$ cat config.mk
export PLATFORM = sky130hd
export DESIGN_NAME = move_reverse_parallel_add
export DESIGN_NICKNAME = d
export VERILOG_FILES = /design/src/mrpa_pkg.sv /design/src/lane_adder_if.sv /design/src/signed_lane_adder.sv /design/src/move_reverse_parallel_add.sv
export VERILOG_INCLUDE_DIRS = /design/src /design/src/src
export SDC_FILE = /design/constraint.sdc
export NUM_CORES = 1
export LEC_CHECK = 0
export BUFFER_PORTS_ARGS = -buffer_cell sky130_fd_sc_hd__buf_2
export CAP_MARGIN = 40
export CORE_MARGIN = 1
export CORE_UTILIZATION = 45
export CTS_BUF_LIST = sky130_fd_sc_hd__clkbuf_16
export DETAILED_ROUTE_END_ITERATION = 8
export MAX_ROUTING_LAYER = met4
export PLACE_DENSITY = 0.84
export REMOVE_ABC_BUFFERS = 1
export SYNTH_ARGS = -nofsm -noshare
export SYNTH_HDL_FRONTEND = slang
export SYNTH_SLANG_ARGS = --single-unit
$ cat constraint.sdc
create_clock -name clk_sys_in -period 0.8 [get_ports clk_sys_in]
set_input_delay 0 -clock clk_sys_in [delete_from_list [all_inputs] [get_ports clk_sys_in]]
set_output_delay 0 -clock clk_sys_in [all_outputs]
set_load 0.01 [all_outputs]
$ cat src/mrpa_regs.svh
// Constants for the move, reverse and parallel-add datapath slice
`ifndef MRPA_REGS_SVH
`define MRPA_REGS_SVH
`define MRPA_WORD_W      32
`define MRPA_HALF_W      16
`define MRPA_BYTE_W      8
`define MRPA_LANE_FLAGS  4
`define MRPA_PC_ALIGN_BIT 0
`define MRPA_SIGN_BIT    31
`define MRPA_NUM_REGS    16
`define MRPA_REG_IDX_W   4
`define MRPA_SP_IDX      4'hd
`define MRPA_PC_IDX      4'hf
`define MRPA_FLAGS_RST   4'h0
`define MRPA_WORD_RST    32'h0000_0000
`endif

$ cat src/mrpa_pkg.sv
// Types for the move, reverse and parallel-add datapath slice
package mrpa_pkg;
   typedef enum logic [3:0] {
      OP_NONE,
      OP_COPY,
      OP_INVERT,
      OP_LOAD_UPPER,
      OP_BSWAP_WORD,
      OP_BSWAP_HALVES,
      OP_BSWAP_LOW_SEXT,
      OP_BIT_REVERSE,
      OP_SADD_HALF,
      OP_SADD_BYTE
   } op_t;
endpackage : mrpa_pkg

$ cat src/lane_adder_if.sv
// Carrier between the main datapath and the signed lane adder
`timescale 1ns/1ps
interface lane_adder_if;
   logic [31:0] src_a;
   logic [31:0] src_b;
   logic        byte_mode;
   logic [31:0] sum;
   logic [3:0]  nonneg;
   modport requester (output src_a, output src_b, output byte_mode, input sum, input nonneg);
   modport adder     (input src_a, input src_b, input byte_mode, output sum, output nonneg);
endinterface : lane_adder_if

$ cat src/signed_lane_adder.sv
// Combinational signed dual-halfword or quad-byte lane adder
`timescale 1ns/1ps
`include "mrpa_regs.svh"
module signed_lane_adder (
   lane_adder_if.adder port_io
);
   localparam int BL = `MRPA_BYTE_W;
   localparam int HL = `MRPA_HALF_W;
   logic [BL:0]  byte_sum [4];
   logic [HL:0]  half_sum [2];
   logic [31:0]  byte_res;
   logic [31:0]  half_res;
   logic [3:0]   byte_ge;
   logic [3:0]   half_ge;

   genvar k;
   generate
      for (k = 0; k < 4; k++) begin : g_byte
         // Nine bits keep the full signed sum so its sign is true even when the lane wraps
         assign byte_sum[k] = {port_io.src_a[k*BL+BL-1], port_io.src_a[k*BL +: BL]}
                            + {port_io.src_b[k*BL+BL-1], port_io.src_b[k*BL +: BL]};
         assign byte_res[k*BL +: BL] = byte_sum[k][BL-1:0];
         assign byte_ge[k] = ~byte_sum[k][BL];
      end
      for (k = 0; k < 2; k++) begin : g_half
         assign half_sum[k] = {port_io.src_a[k*HL+HL-1], port_io.src_a[k*HL +: HL]}
                            + {port_io.src_b[k*HL+HL-1], port_io.src_b[k*HL +: HL]};
         assign half_res[k*HL +: HL] = half_sum[k][HL-1:0];
         assign half_ge[2*k]   = ~half_sum[k][HL];
         assign half_ge[2*k+1] = ~half_sum[k][HL];
      end
   endgenerate

   assign port_io.sum    = port_io.byte_mode ? byte_res : half_res;
   assign port_io.nonneg = port_io.byte_mode ? byte_ge : half_ge;
endmodule : signed_lane_adder

$ cat src/move_reverse_parallel_add.sv
// Move, reverse and signed parallel-add execution slice
`timescale 1ns/1ps
`include "mrpa_regs.svh"
module move_reverse_parallel_add #(
   parameter int WORD_W = `MRPA_WORD_W
) (
   input  wire logic                          clk_sys_in,
   input  wire logic                          rst_n_in,
   input  wire logic                          issue_valid_in,
   input  mrpa_pkg::op_t                      op_in,
   input  wire logic                          cond_pass_in,
   input  wire logic                          set_flags_in,
   input  wire logic [`MRPA_REG_IDX_W-1:0]    dest_idx_in,
   input  wire logic                          dest_present_in,
   input  wire logic [`MRPA_REG_IDX_W-1:0]    first_src_idx_in,
   input  wire logic [WORD_W-1:0]             first_src_val_in,
   input  wire logic [WORD_W-1:0]             second_src_val_in,
   input  wire logic [WORD_W-1:0]             flexible_second_operand_in,
   input  wire logic                          shifter_carry_valid_in,
   input  wire logic                          shifter_carry_in,
   input  wire logic [WORD_W-1:0]             dest_old_val_in,
   input  wire logic [`MRPA_HALF_W-1:0]       immediate_halfword_in,
   input  wire logic                          flag_n_in,
   input  wire logic                          flag_z_in,
   input  wire logic                          flag_c_in,
   input  wire logic                          flag_v_in,
   input  wire logic [`MRPA_LANE_FLAGS-1:0]   lane_nonneg_flags_in,
   output logic                               dest_we_out,
   output logic [`MRPA_REG_IDX_W-1:0]         dest_idx_out,
   output logic [WORD_W-1:0]                  dest_val_out,
   output logic                               branch_out,
   output logic [WORD_W-1:0]                  branch_target_out,
   output logic                               flags_we_out,
   output logic                               flag_n_out,
   output logic                               flag_z_out,
   output logic                               flag_c_out,
   output logic                               flag_v_out,
   output logic                               lane_flags_we_out,
   output logic [`MRPA_LANE_FLAGS-1:0]        lane_nonneg_flags_out,
   output logic                               illegal_use_out
);
   // The lane adder and the byte layout are built for a 32-bit word only
   if (WORD_W != `MRPA_WORD_W) begin : g_width_check
      $error("WORD_W must be 32");
   end

   lane_adder_if lane_bus ();
   signed_lane_adder u_adder (.port_io(lane_bus));

   // Decode
   wire logic go          = issue_valid_in & cond_pass_in;
   wire logic is_copy     = (op_in == mrpa_pkg::OP_COPY);
   wire logic is_invert   = (op_in == mrpa_pkg::OP_INVERT);
   wire logic is_upper    = (op_in == mrpa_pkg::OP_LOAD_UPPER);
   wire logic is_rev      = (op_in == mrpa_pkg::OP_BSWAP_WORD) |
                            (op_in == mrpa_pkg::OP_BSWAP_HALVES) |
                            (op_in == mrpa_pkg::OP_BSWAP_LOW_SEXT) |
                            (op_in == mrpa_pkg::OP_BIT_REVERSE);
   wire logic is_sadd     = (op_in == mrpa_pkg::OP_SADD_HALF) |
                            (op_in == mrpa_pkg::OP_SADD_BYTE);
   wire logic move_like   = is_copy | is_invert;
   wire logic [`MRPA_REG_IDX_W-1:0] dest_sel =
      (is_sadd & ~dest_present_in) ? first_src_idx_in : dest_idx_in;
   wire logic dest_special = (dest_sel == `MRPA_SP_IDX) | (dest_sel == `MRPA_PC_IDX);
   wire logic src_special  = (first_src_idx_in == `MRPA_SP_IDX) |
                             (first_src_idx_in == `MRPA_PC_IDX);
   wire logic dest_is_pc   = (dest_sel == `MRPA_PC_IDX);

   // Misuse by the issuing side is flagged rather than silently executed oddly
   wire logic bad_copy  = is_copy & (dest_special | src_special) & set_flags_in;
   wire logic bad_inv   = is_invert & (dest_special | src_special);
   wire logic bad_upper = is_upper & dest_special;
   wire logic bad_other = (is_rev | is_sadd) & (dest_special | src_special);
   wire logic illegal   = bad_copy | bad_inv | bad_upper | bad_other;

   // Results
   wire logic [WORD_W-1:0] src = first_src_val_in;
   wire logic [WORD_W-1:0] move_res =
      is_invert ? ~flexible_second_operand_in : flexible_second_operand_in;
   wire logic [WORD_W-1:0] upper_res =
      {immediate_halfword_in, dest_old_val_in[`MRPA_HALF_W-1:0]};
   wire logic [WORD_W-1:0] bswap_word =
      {src[7:0], src[15:8], src[23:16], src[31:24]};
   wire logic [WORD_W-1:0] bswap_halves =
      {src[23:16], src[31:24], src[7:0], src[15:8]};
   wire logic [WORD_W-1:0] bswap_sext =
      {{`MRPA_HALF_W{src[7]}}, src[7:0], src[15:8]};
   logic [WORD_W-1:0] bit_rev;
   genvar i;
   generate
      for (i = 0; i < WORD_W; i++) begin : g_bit_reverse_word_op
         assign bit_rev[i] = src[WORD_W-1-i];
      end
   endgenerate

   assign lane_bus.src_a     = first_src_val_in;
   assign lane_bus.src_b     = second_src_val_in;
   assign lane_bus.byte_mode = (op_in == mrpa_pkg::OP_SADD_BYTE);

   logic [WORD_W-1:0] result;
   always_comb begin
      unique case (op_in)
         mrpa_pkg::OP_COPY, mrpa_pkg::OP_INVERT: result = move_res;
         mrpa_pkg::OP_LOAD_UPPER:     result = upper_res;
         mrpa_pkg::OP_BSWAP_WORD:     result = bswap_word;
         mrpa_pkg::OP_BSWAP_HALVES:   result = bswap_halves;
         mrpa_pkg::OP_BSWAP_LOW_SEXT: result = bswap_sext;
         mrpa_pkg::OP_BIT_REVERSE:    result = bit_rev;
         mrpa_pkg::OP_SADD_HALF, mrpa_pkg::OP_SADD_BYTE: result = lane_bus.sum;
         default:                     result = `MRPA_WORD_RST;
      endcase
   end

   wire logic [WORD_W-1:0] pc_target =
      {move_res[WORD_W-1:1], 1'b0};
   wire logic take_branch = go & is_copy & dest_is_pc & ~illegal;
   wire logic write_reg   = go & (move_like | is_upper | is_rev | is_sadd) & ~illegal
                            & ~take_branch;
   // Flags only for flag-setting copy/invert; reversals and upper load never touch them
   wire logic upd_flags   = go & move_like & set_flags_in & ~illegal;
   wire logic upd_lanes   = go & is_sadd & ~illegal;
   wire logic res_neg     = move_res[`MRPA_SIGN_BIT];
   wire logic res_zero    = (move_res == `MRPA_WORD_RST);
   wire logic carry_nxt   = shifter_carry_valid_in ? shifter_carry_in : flag_c_in;

   // Registered outputs: one cycle after issue
   always_ff @(posedge clk_sys_in or negedge rst_n_in) begin
      if (!rst_n_in) begin
         dest_we_out           <= 1'b0;
         dest_idx_out          <= '0;
         dest_val_out          <= `MRPA_WORD_RST;
         branch_out            <= 1'b0;
         branch_target_out     <= `MRPA_WORD_RST;
         illegal_use_out       <= 1'b0;
      end else begin
         dest_we_out           <= write_reg;
         dest_idx_out          <= dest_sel;
         dest_val_out          <= take_branch ? pc_target : result;
         branch_out            <= take_branch;
         branch_target_out     <= pc_target;
         illegal_use_out       <= issue_valid_in & illegal;
      end
   end

   always_ff @(posedge clk_sys_in or negedge rst_n_in) begin
      if (!rst_n_in) begin
         flags_we_out          <= 1'b0;
         flag_n_out            <= 1'b0;
         flag_z_out            <= 1'b0;
         flag_c_out            <= 1'b0;
         flag_v_out            <= 1'b0;
         lane_flags_we_out     <= 1'b0;
         lane_nonneg_flags_out <= `MRPA_FLAGS_RST;
      end else begin
         flags_we_out          <= upd_flags;
         flag_n_out            <= upd_flags ? res_neg : flag_n_in;
         flag_z_out            <= upd_flags ? res_zero : flag_z_in;
         flag_c_out            <= upd_flags ? carry_nxt : flag_c_in;
         flag_v_out            <= flag_v_in;
         lane_flags_we_out     <= upd_lanes;
         lane_nonneg_flags_out <= upd_lanes ? lane_bus.nonneg
                                            : lane_nonneg_flags_in;
      end
   end
endmodule : move_reverse_parallel_add

==> run summary, run 1 <==
The floorplan has 41 rows. The most used flip-flop cell after synthesis is sky130_fd_sc_hd__dfrtp_1. The total routing usage reported by global routing came out at 111.9%.

The flow did not finish. The congestion estimate from routability-driven global placement came to 1.007. After synthesis, flip-flops and latches occupy 33.66% of the total area. From left edge to right edge, the die measures 117.0 µm. The wire-length estimate of the detail-placed layout is 20.74 mm. Number of enable flip-flop cells after synthesis: 0.

For this run the aggregate overflow at the end of global routing stands at 1,771. The die height was 117.0 µm. The mean area per synthesized cell was 9.151 µm².

The stage where the run ended was global routing (5_1_grt). The buffer depth of the longest clock path came out at 2. The top-area cell type share of the netlist area is 33.66%. By instance count, the leading cell after synthesis is sky130_fd_sc_hd__dfrtp_1. The cell at the root of the clock tree was sky130_fd_sc_hd__clkbuf_16. Yosys printed 0 warnings. Yosys mapped the design onto 71 distinct sky130hd cell types. The number of port buffers works out to 235. CTS built an H-tree with a depth of 3. Once the floorplan was initialized, standard cells occupied 46.57% of the core.

Counting every instance in the synthesized netlist gives 650. The synthesized design contains 80 register bits. After synthesis the cells add up to 5948 µm².

After the last repair the worst path ends at a sequential cell input. The synthesized design spends more area on one cell type than any other, namely sky130_fd_sc_hd__dfrtp_1. Entering global routing, the biggest net connects 31 pins. Of all flip-flops after synthesis, the portion carrying an async set or reset was 100.0%.

For this design, the sink count on the clock tree is 80. The first error in the log reads "[ERROR GRT-0232] Routing congestion too high. Check the congestion heatmap in the GUI". In the global-route stage, repair_timing last flagged the worst endpoint as dest_val_out[26]$_DFF_PN0_/D.

Clock buffer count from CTS: 9. Ranked by instance count, the synthesized netlist is headed by sky130_fd_sc_hd__dfrtp_1, sky130_fd_sc_hd__a21oi_1, sky130_fd_sc_hd__nand2_1. In the post-synthesis netlist, the biggest area contributors are sky130_fd_sc_hd__dfrtp_1, sky130_fd_sc_hd__ha_1, sky130_fd_sc_hd__xor2_1. The number of primary I/O pins is 253.
-- routing by layer --
metal	overflow	track usage, %
met5	-	-
met3	76	82.34
met2	1349	152.3
met4	274	118.9
met1	72	94.46
-- cells by family after synthesis --
group / count (synthesis) / share of synthesized area, %
and+or+nand+nor: 185 / 18.03
xor gates and xnor gates: 49 / 7.215
AOI/OAI and AO/OA: 222 / 25.24
other: 1 / 0.06304
DFF: 80 / 33.66
buffers and inverters: 62 / 4.880
adders and majority gates: 36 / 8.077
muxes: 15 / 2.840
-- what timing repair did --
action | in CTS
resized for setup | 295
gates cloned | 2
hold buffers | 21
buffers inserted | 58
hold endpoints to repair | 109
pin swaps | 127
setup endpoints to repair | 157
-- stage by stage --
| stage | instance area, µm² | std cells | utilization [%] | worst slack, ns | hold slack (ns) |
|---|---|---|---|---|---|
| 2_1_floorplan | 5737 | 609 | - | -4.919 | -0.2956 |
| 3_3_place_gp | 9012 | 1252 | 70.56 | -1.358 | -0.1280 |
| 3_5_place_dp | 9012 | 1252 | 70.56 | -1.455 | -0.1220 |
| 4_1_cts | 11470 | 1343 | 89.82 | -0.6920 | -0.08725 |
==> run 2: changes to the inputs <==
CORE_UTILIZATION = 30   (was 45)
CTS_BUF_LIST = unset   (was sky130_fd_sc_hd__clkbuf_16)
MAX_ROUTING_LAYER = unset   (was met4)
PLACE_DENSITY = unset   (was 0.84)
PLACE_DENSITY_LB_ADDON = 0.15   (was unset)
==> run 2 against run 1 <==
Effect of this change: the flow now finishes, with violations (negative hold slack, negative setup slack); synthesized cell count stayed put; synthesized area stayed put.
==> run summary, run 2 <==
The ratio of routed vias to standard cells came out at 5.324. The total wire length is 31.58 mm. The number of H-tree levels was 3 (unchanged). The mean area per synthesized cell came out at 9.151 µm² (unchanged). The final setup violation count was 151; the final period utilization was 192.4%. For the buffer depth of the longest clock path, the log shows 2 (unchanged).

The die height came out at 142.8 µm (+22%). Power spread over the standard cell area amounts to 1241 nW/µm². The number of primary I/O pins is 253 (unchanged), and the worst slew margin relative to its limit is 66.27%.

The die covers 20,390 µm². Sink count of the clock tree: 80 (unchanged). The synthesized instance count was 650 (unchanged).

Across every metal layer, demand over resource in global routing totals 29.53%. The critical path is of the in -> reg type. The logs give 9 (unchanged) for the clock buffer count from CTS and 15.41 mW for the overall power after layout.

The final antenna-violating net count is 0. The run gives 1.07 ns as the required time of the critical path. The count of standard-cell rows is 51 (+24%), and the maximum net fanout on the critical path is 2. The dominant synthesized flop cell is sky130_fd_sc_hd__dfrtp_1.

The tools report the final-report hold violation count as 11. For this run the aggregate overflow at the end of global routing stands at 0. The number of remaining DRC errors is 0. In the layout the commonest cells are sky130_fd_sc_hd__buf_4, sky130_fd_sc_hd__buf_2, sky130_fd_sc_hd__buf_6, sky130_fd_sc_hd__dfrtp_1, sky130_fd_sc_hd__nand2_1. The flow ran to the end, but the final reports show violations. For the worst hold slack, the log shows -0.09379 ns. Clock-pin slew was measured on the worst setup and hold paths at 0.07 ns. Yosys instantiated no cell more often than sky130_fd_sc_hd__dfrtp_1. The tools report the post-detailed-placement half-perimeter wirelength as 22.94 mm (+11%). Entering global routing, the biggest net connects 26 pins. In this run the standard cell core region covers 19,460 µm². Wire segments on met3 add up to 2.402 mm in the final route. From synthesis to final layout, the design area changed by 108.7%. The number of port buffers works out to 235 (unchanged). The number of DRC violations after detailed-routing iteration 0 was 668. The fraction of registers with async set or reset after synthesis is 100.0% (unchanged), and the detailed-route wire length on metal 1 is 13.09 mm. Via count of the first global-routing pass: 7,562.

The checks that failed: negative hold slack, negative setup slack. In this run the static leakage power is 5.777 nW. In the final routed layout, each cell accounts on average for 21.47 µm. At the pin with the least slew margin, the transition time is 0.5060 ns. The initial core utilization came out at 30.56% (-16 points).

The type of the worst min-delay path was in -> reg. Topmost layer with routed signal wires: met4. The library cell used most frequently in the layout, excluding fill and tap cells, is sky130_fd_sc_hd__buf_4.

The final worst slack was -0.7395 ns; the post-cts hold buffer count was 22 (+4.8%). The die span in x is 142.8 µm (+22%), and the initial antenna violation count is 0. In this run the worst setup path terminates at lane_nonneg_flags_out[0].

The largest registers in the layout are dest_val_out x32, branch_target_out x31. IR analysis of the VDD net gives a maximum drop of 0.9765 mV. The first global-routing pass estimated 43.95 mm of wire.

For the final weighted congestion in routability-driven placement, the log shows 0.9063 (-10%). Type of destination of the critical path: a flop. By count the netlist is led by sky130_fd_sc_hd__dfrtp_1, sky130_fd_sc_hd__a21oi_1, sky130_fd_sc_hd__nand2_1. Number of enable flip-flop cells after synthesis: 0 (unchanged). Worst setup path startpoint: second_src_val_in[0].

By area the synthesized netlist is led by sky130_fd_sc_hd__dfrtp_1, sky130_fd_sc_hd__ha_1, sky130_fd_sc_hd__xor2_1. The tool flagged a number of max-cap violations equal to 0. The tools report the number of library cell types mapped by synthesis as 71 (unchanged).

Leading area contributor after synthesis: sky130_fd_sc_hd__dfrtp_1. The logs give -1.396 ns (+0.05837 ns) for the worst slack after detailed placement and 0 for the number of inserted diodes. The share of the yosys chip area belonging to registers is 33.66% (unchanged). The register with the most flip-flops in the layout has 32 of them. The run gives 1,409 as the net total in the final layout. Summing over every cut layer, the via total after detailed routing is 7,832. Derived from the worst setup path, the maximum achievable clock frequency is 649.6 MHz. TritonCTS built the clock tree. The post-synthesis instance area was 5948 µm² (unchanged); the final critical-path required period was 1.539 ns.

Placed instance count: 1,364 (+8.9%). The count of warnings emitted by yosys was 0 (unchanged). At the worst endpoint, the arrival time is 1.81 ns.

The top-area cell type share of the netlist area is 33.66% (unchanged). The worst hold path passes through 2 cells. The number of standard cells in the layout, taps in and fillers out is 1,471, and the amount of wire on met2 after detailed routing is 14.86 mm. The register with the most flip-flops was dest_val_out. STA classifies the critical path startpoint as an input pin. Cells with a size suffix above 1 make up 62.35% of the layout.

Setup repair after global routing could not meet its margin everywhere. In this run the clock root is driven by a sky130_fd_sc_hd__clkbuf_16. The number of detailed-routing iterations run before antenna repair was 8. For the number of pins exceeding their max-slew limit in the final report, the log shows 0.

The number of flip-flops and latches in the synthesized netlist was 80 (unchanged).
run 2: area by class of cell:
class | count | area, µm²
Fill cell | 1550 | 7047
Timing Repair Buffer | 581 | 4643
Clock buffer | 9 | 225.2
Multi-Input combinational cell | 508 | 5079
Tap cell | 265 | 331.6
Clock inverter | 7 | 56.30
Sequential cell | 80 | 2002
Inverter | 21 | 78.83
run 2: through the flow:
step                area (µm²)  TNS [ns]  hold slack (ns)  util, %
floorplan                 5737   -303.36          -0.2956        -
global placement          9259    -63.91          -0.1099    47.57
detailed placement        9259    -64.09          -0.1099    47.57
CTS                      11540    -24.42         -0.09753    59.31
global route             12420    -34.72         -0.08113    63.79
finish                   12420    -29.44         -0.09379    63.79
run 2: worst max-delay path, stage by stage:
cell                      delay, ns
sky130_fd_sc_hd__buf_6         0.07
sky130_fd_sc_hd__ha_4          0.16
sky130_fd_sc_hd__inv_2         0.04
sky130_fd_sc_hd__fa_2          0.36
sky130_fd_sc_hd__nor2b_4       0.16
sky130_fd_sc_hd__o31ai_4       0.08
sky130_fd_sc_hd__a21oi_2       0.18
sky130_fd_sc_hd__o21ai_2       0.08
sky130_fd_sc_hd__or4_1         0.50
sky130_fd_sc_hd__a31oi_1       0.16
run 2: kinds of logic (layout without fill, tap and decap cells):
| logic type | Yosys count | in the layout | synth area share (%) |
|---|---|---|---|
| compound gates | 222 | 222 | 25.24 |
| simple gates | 185 | 185 | 18.03 |
| flops | 80 | 80 | 33.66 |
| buf+inv | 62 | 618 | 4.880 |
| xor+xnor | 49 | 49 | 7.215 |
| fa+ha+maj | 36 | 36 | 8.077 |
| mux | 15 | 15 | 2.840 |
| other cells | 1 | 1 | 0.06304 |
run 2: layer usage:
layer  GRT usage [%]  vias up
met5               0        -
met4           11.60        0
met3           4.527       73
met2           47.47      437
met1           39.70     3772
li1                -     3550
run 2: worst min-delay path by stage:
stage | from | to | slack (ns)
floorplan | rst_n_in | branch_out | -0.30
detailed placement | rst_n_in | branch_target_out[25] | -0.11
CTS | first_src_idx_in[1] | dest_idx_out[1] | -0.1
finish | first_src_idx_in[1] | dest_idx_out[1] | -0.09
global route | first_src_idx_in[1] | dest_idx_out[1] | -0.08
global placement | rst_n_in | branch_target_out[25] | -0.11
run 2: what timing repair did:
action                                  in CTS  in global routing
resized for setup                          286                115
buffers inserted                            46                 35
cloned                                       3                  0
pin swaps                                  111                 74
endpoints found under the setup margin     158                158
hold endpoints to repair                   112                 11
run 2: power breakdown:
part           leakage (nW)  total (mW)  internal [mW]  switching [mW]
logic                  4.66        6.77           3.50            3.27
registers             0.984        4.54           4.39           0.148
clock network         0.130        4.09           2.14            1.95
Note: power is estimated with default switching activity, not from simulation.
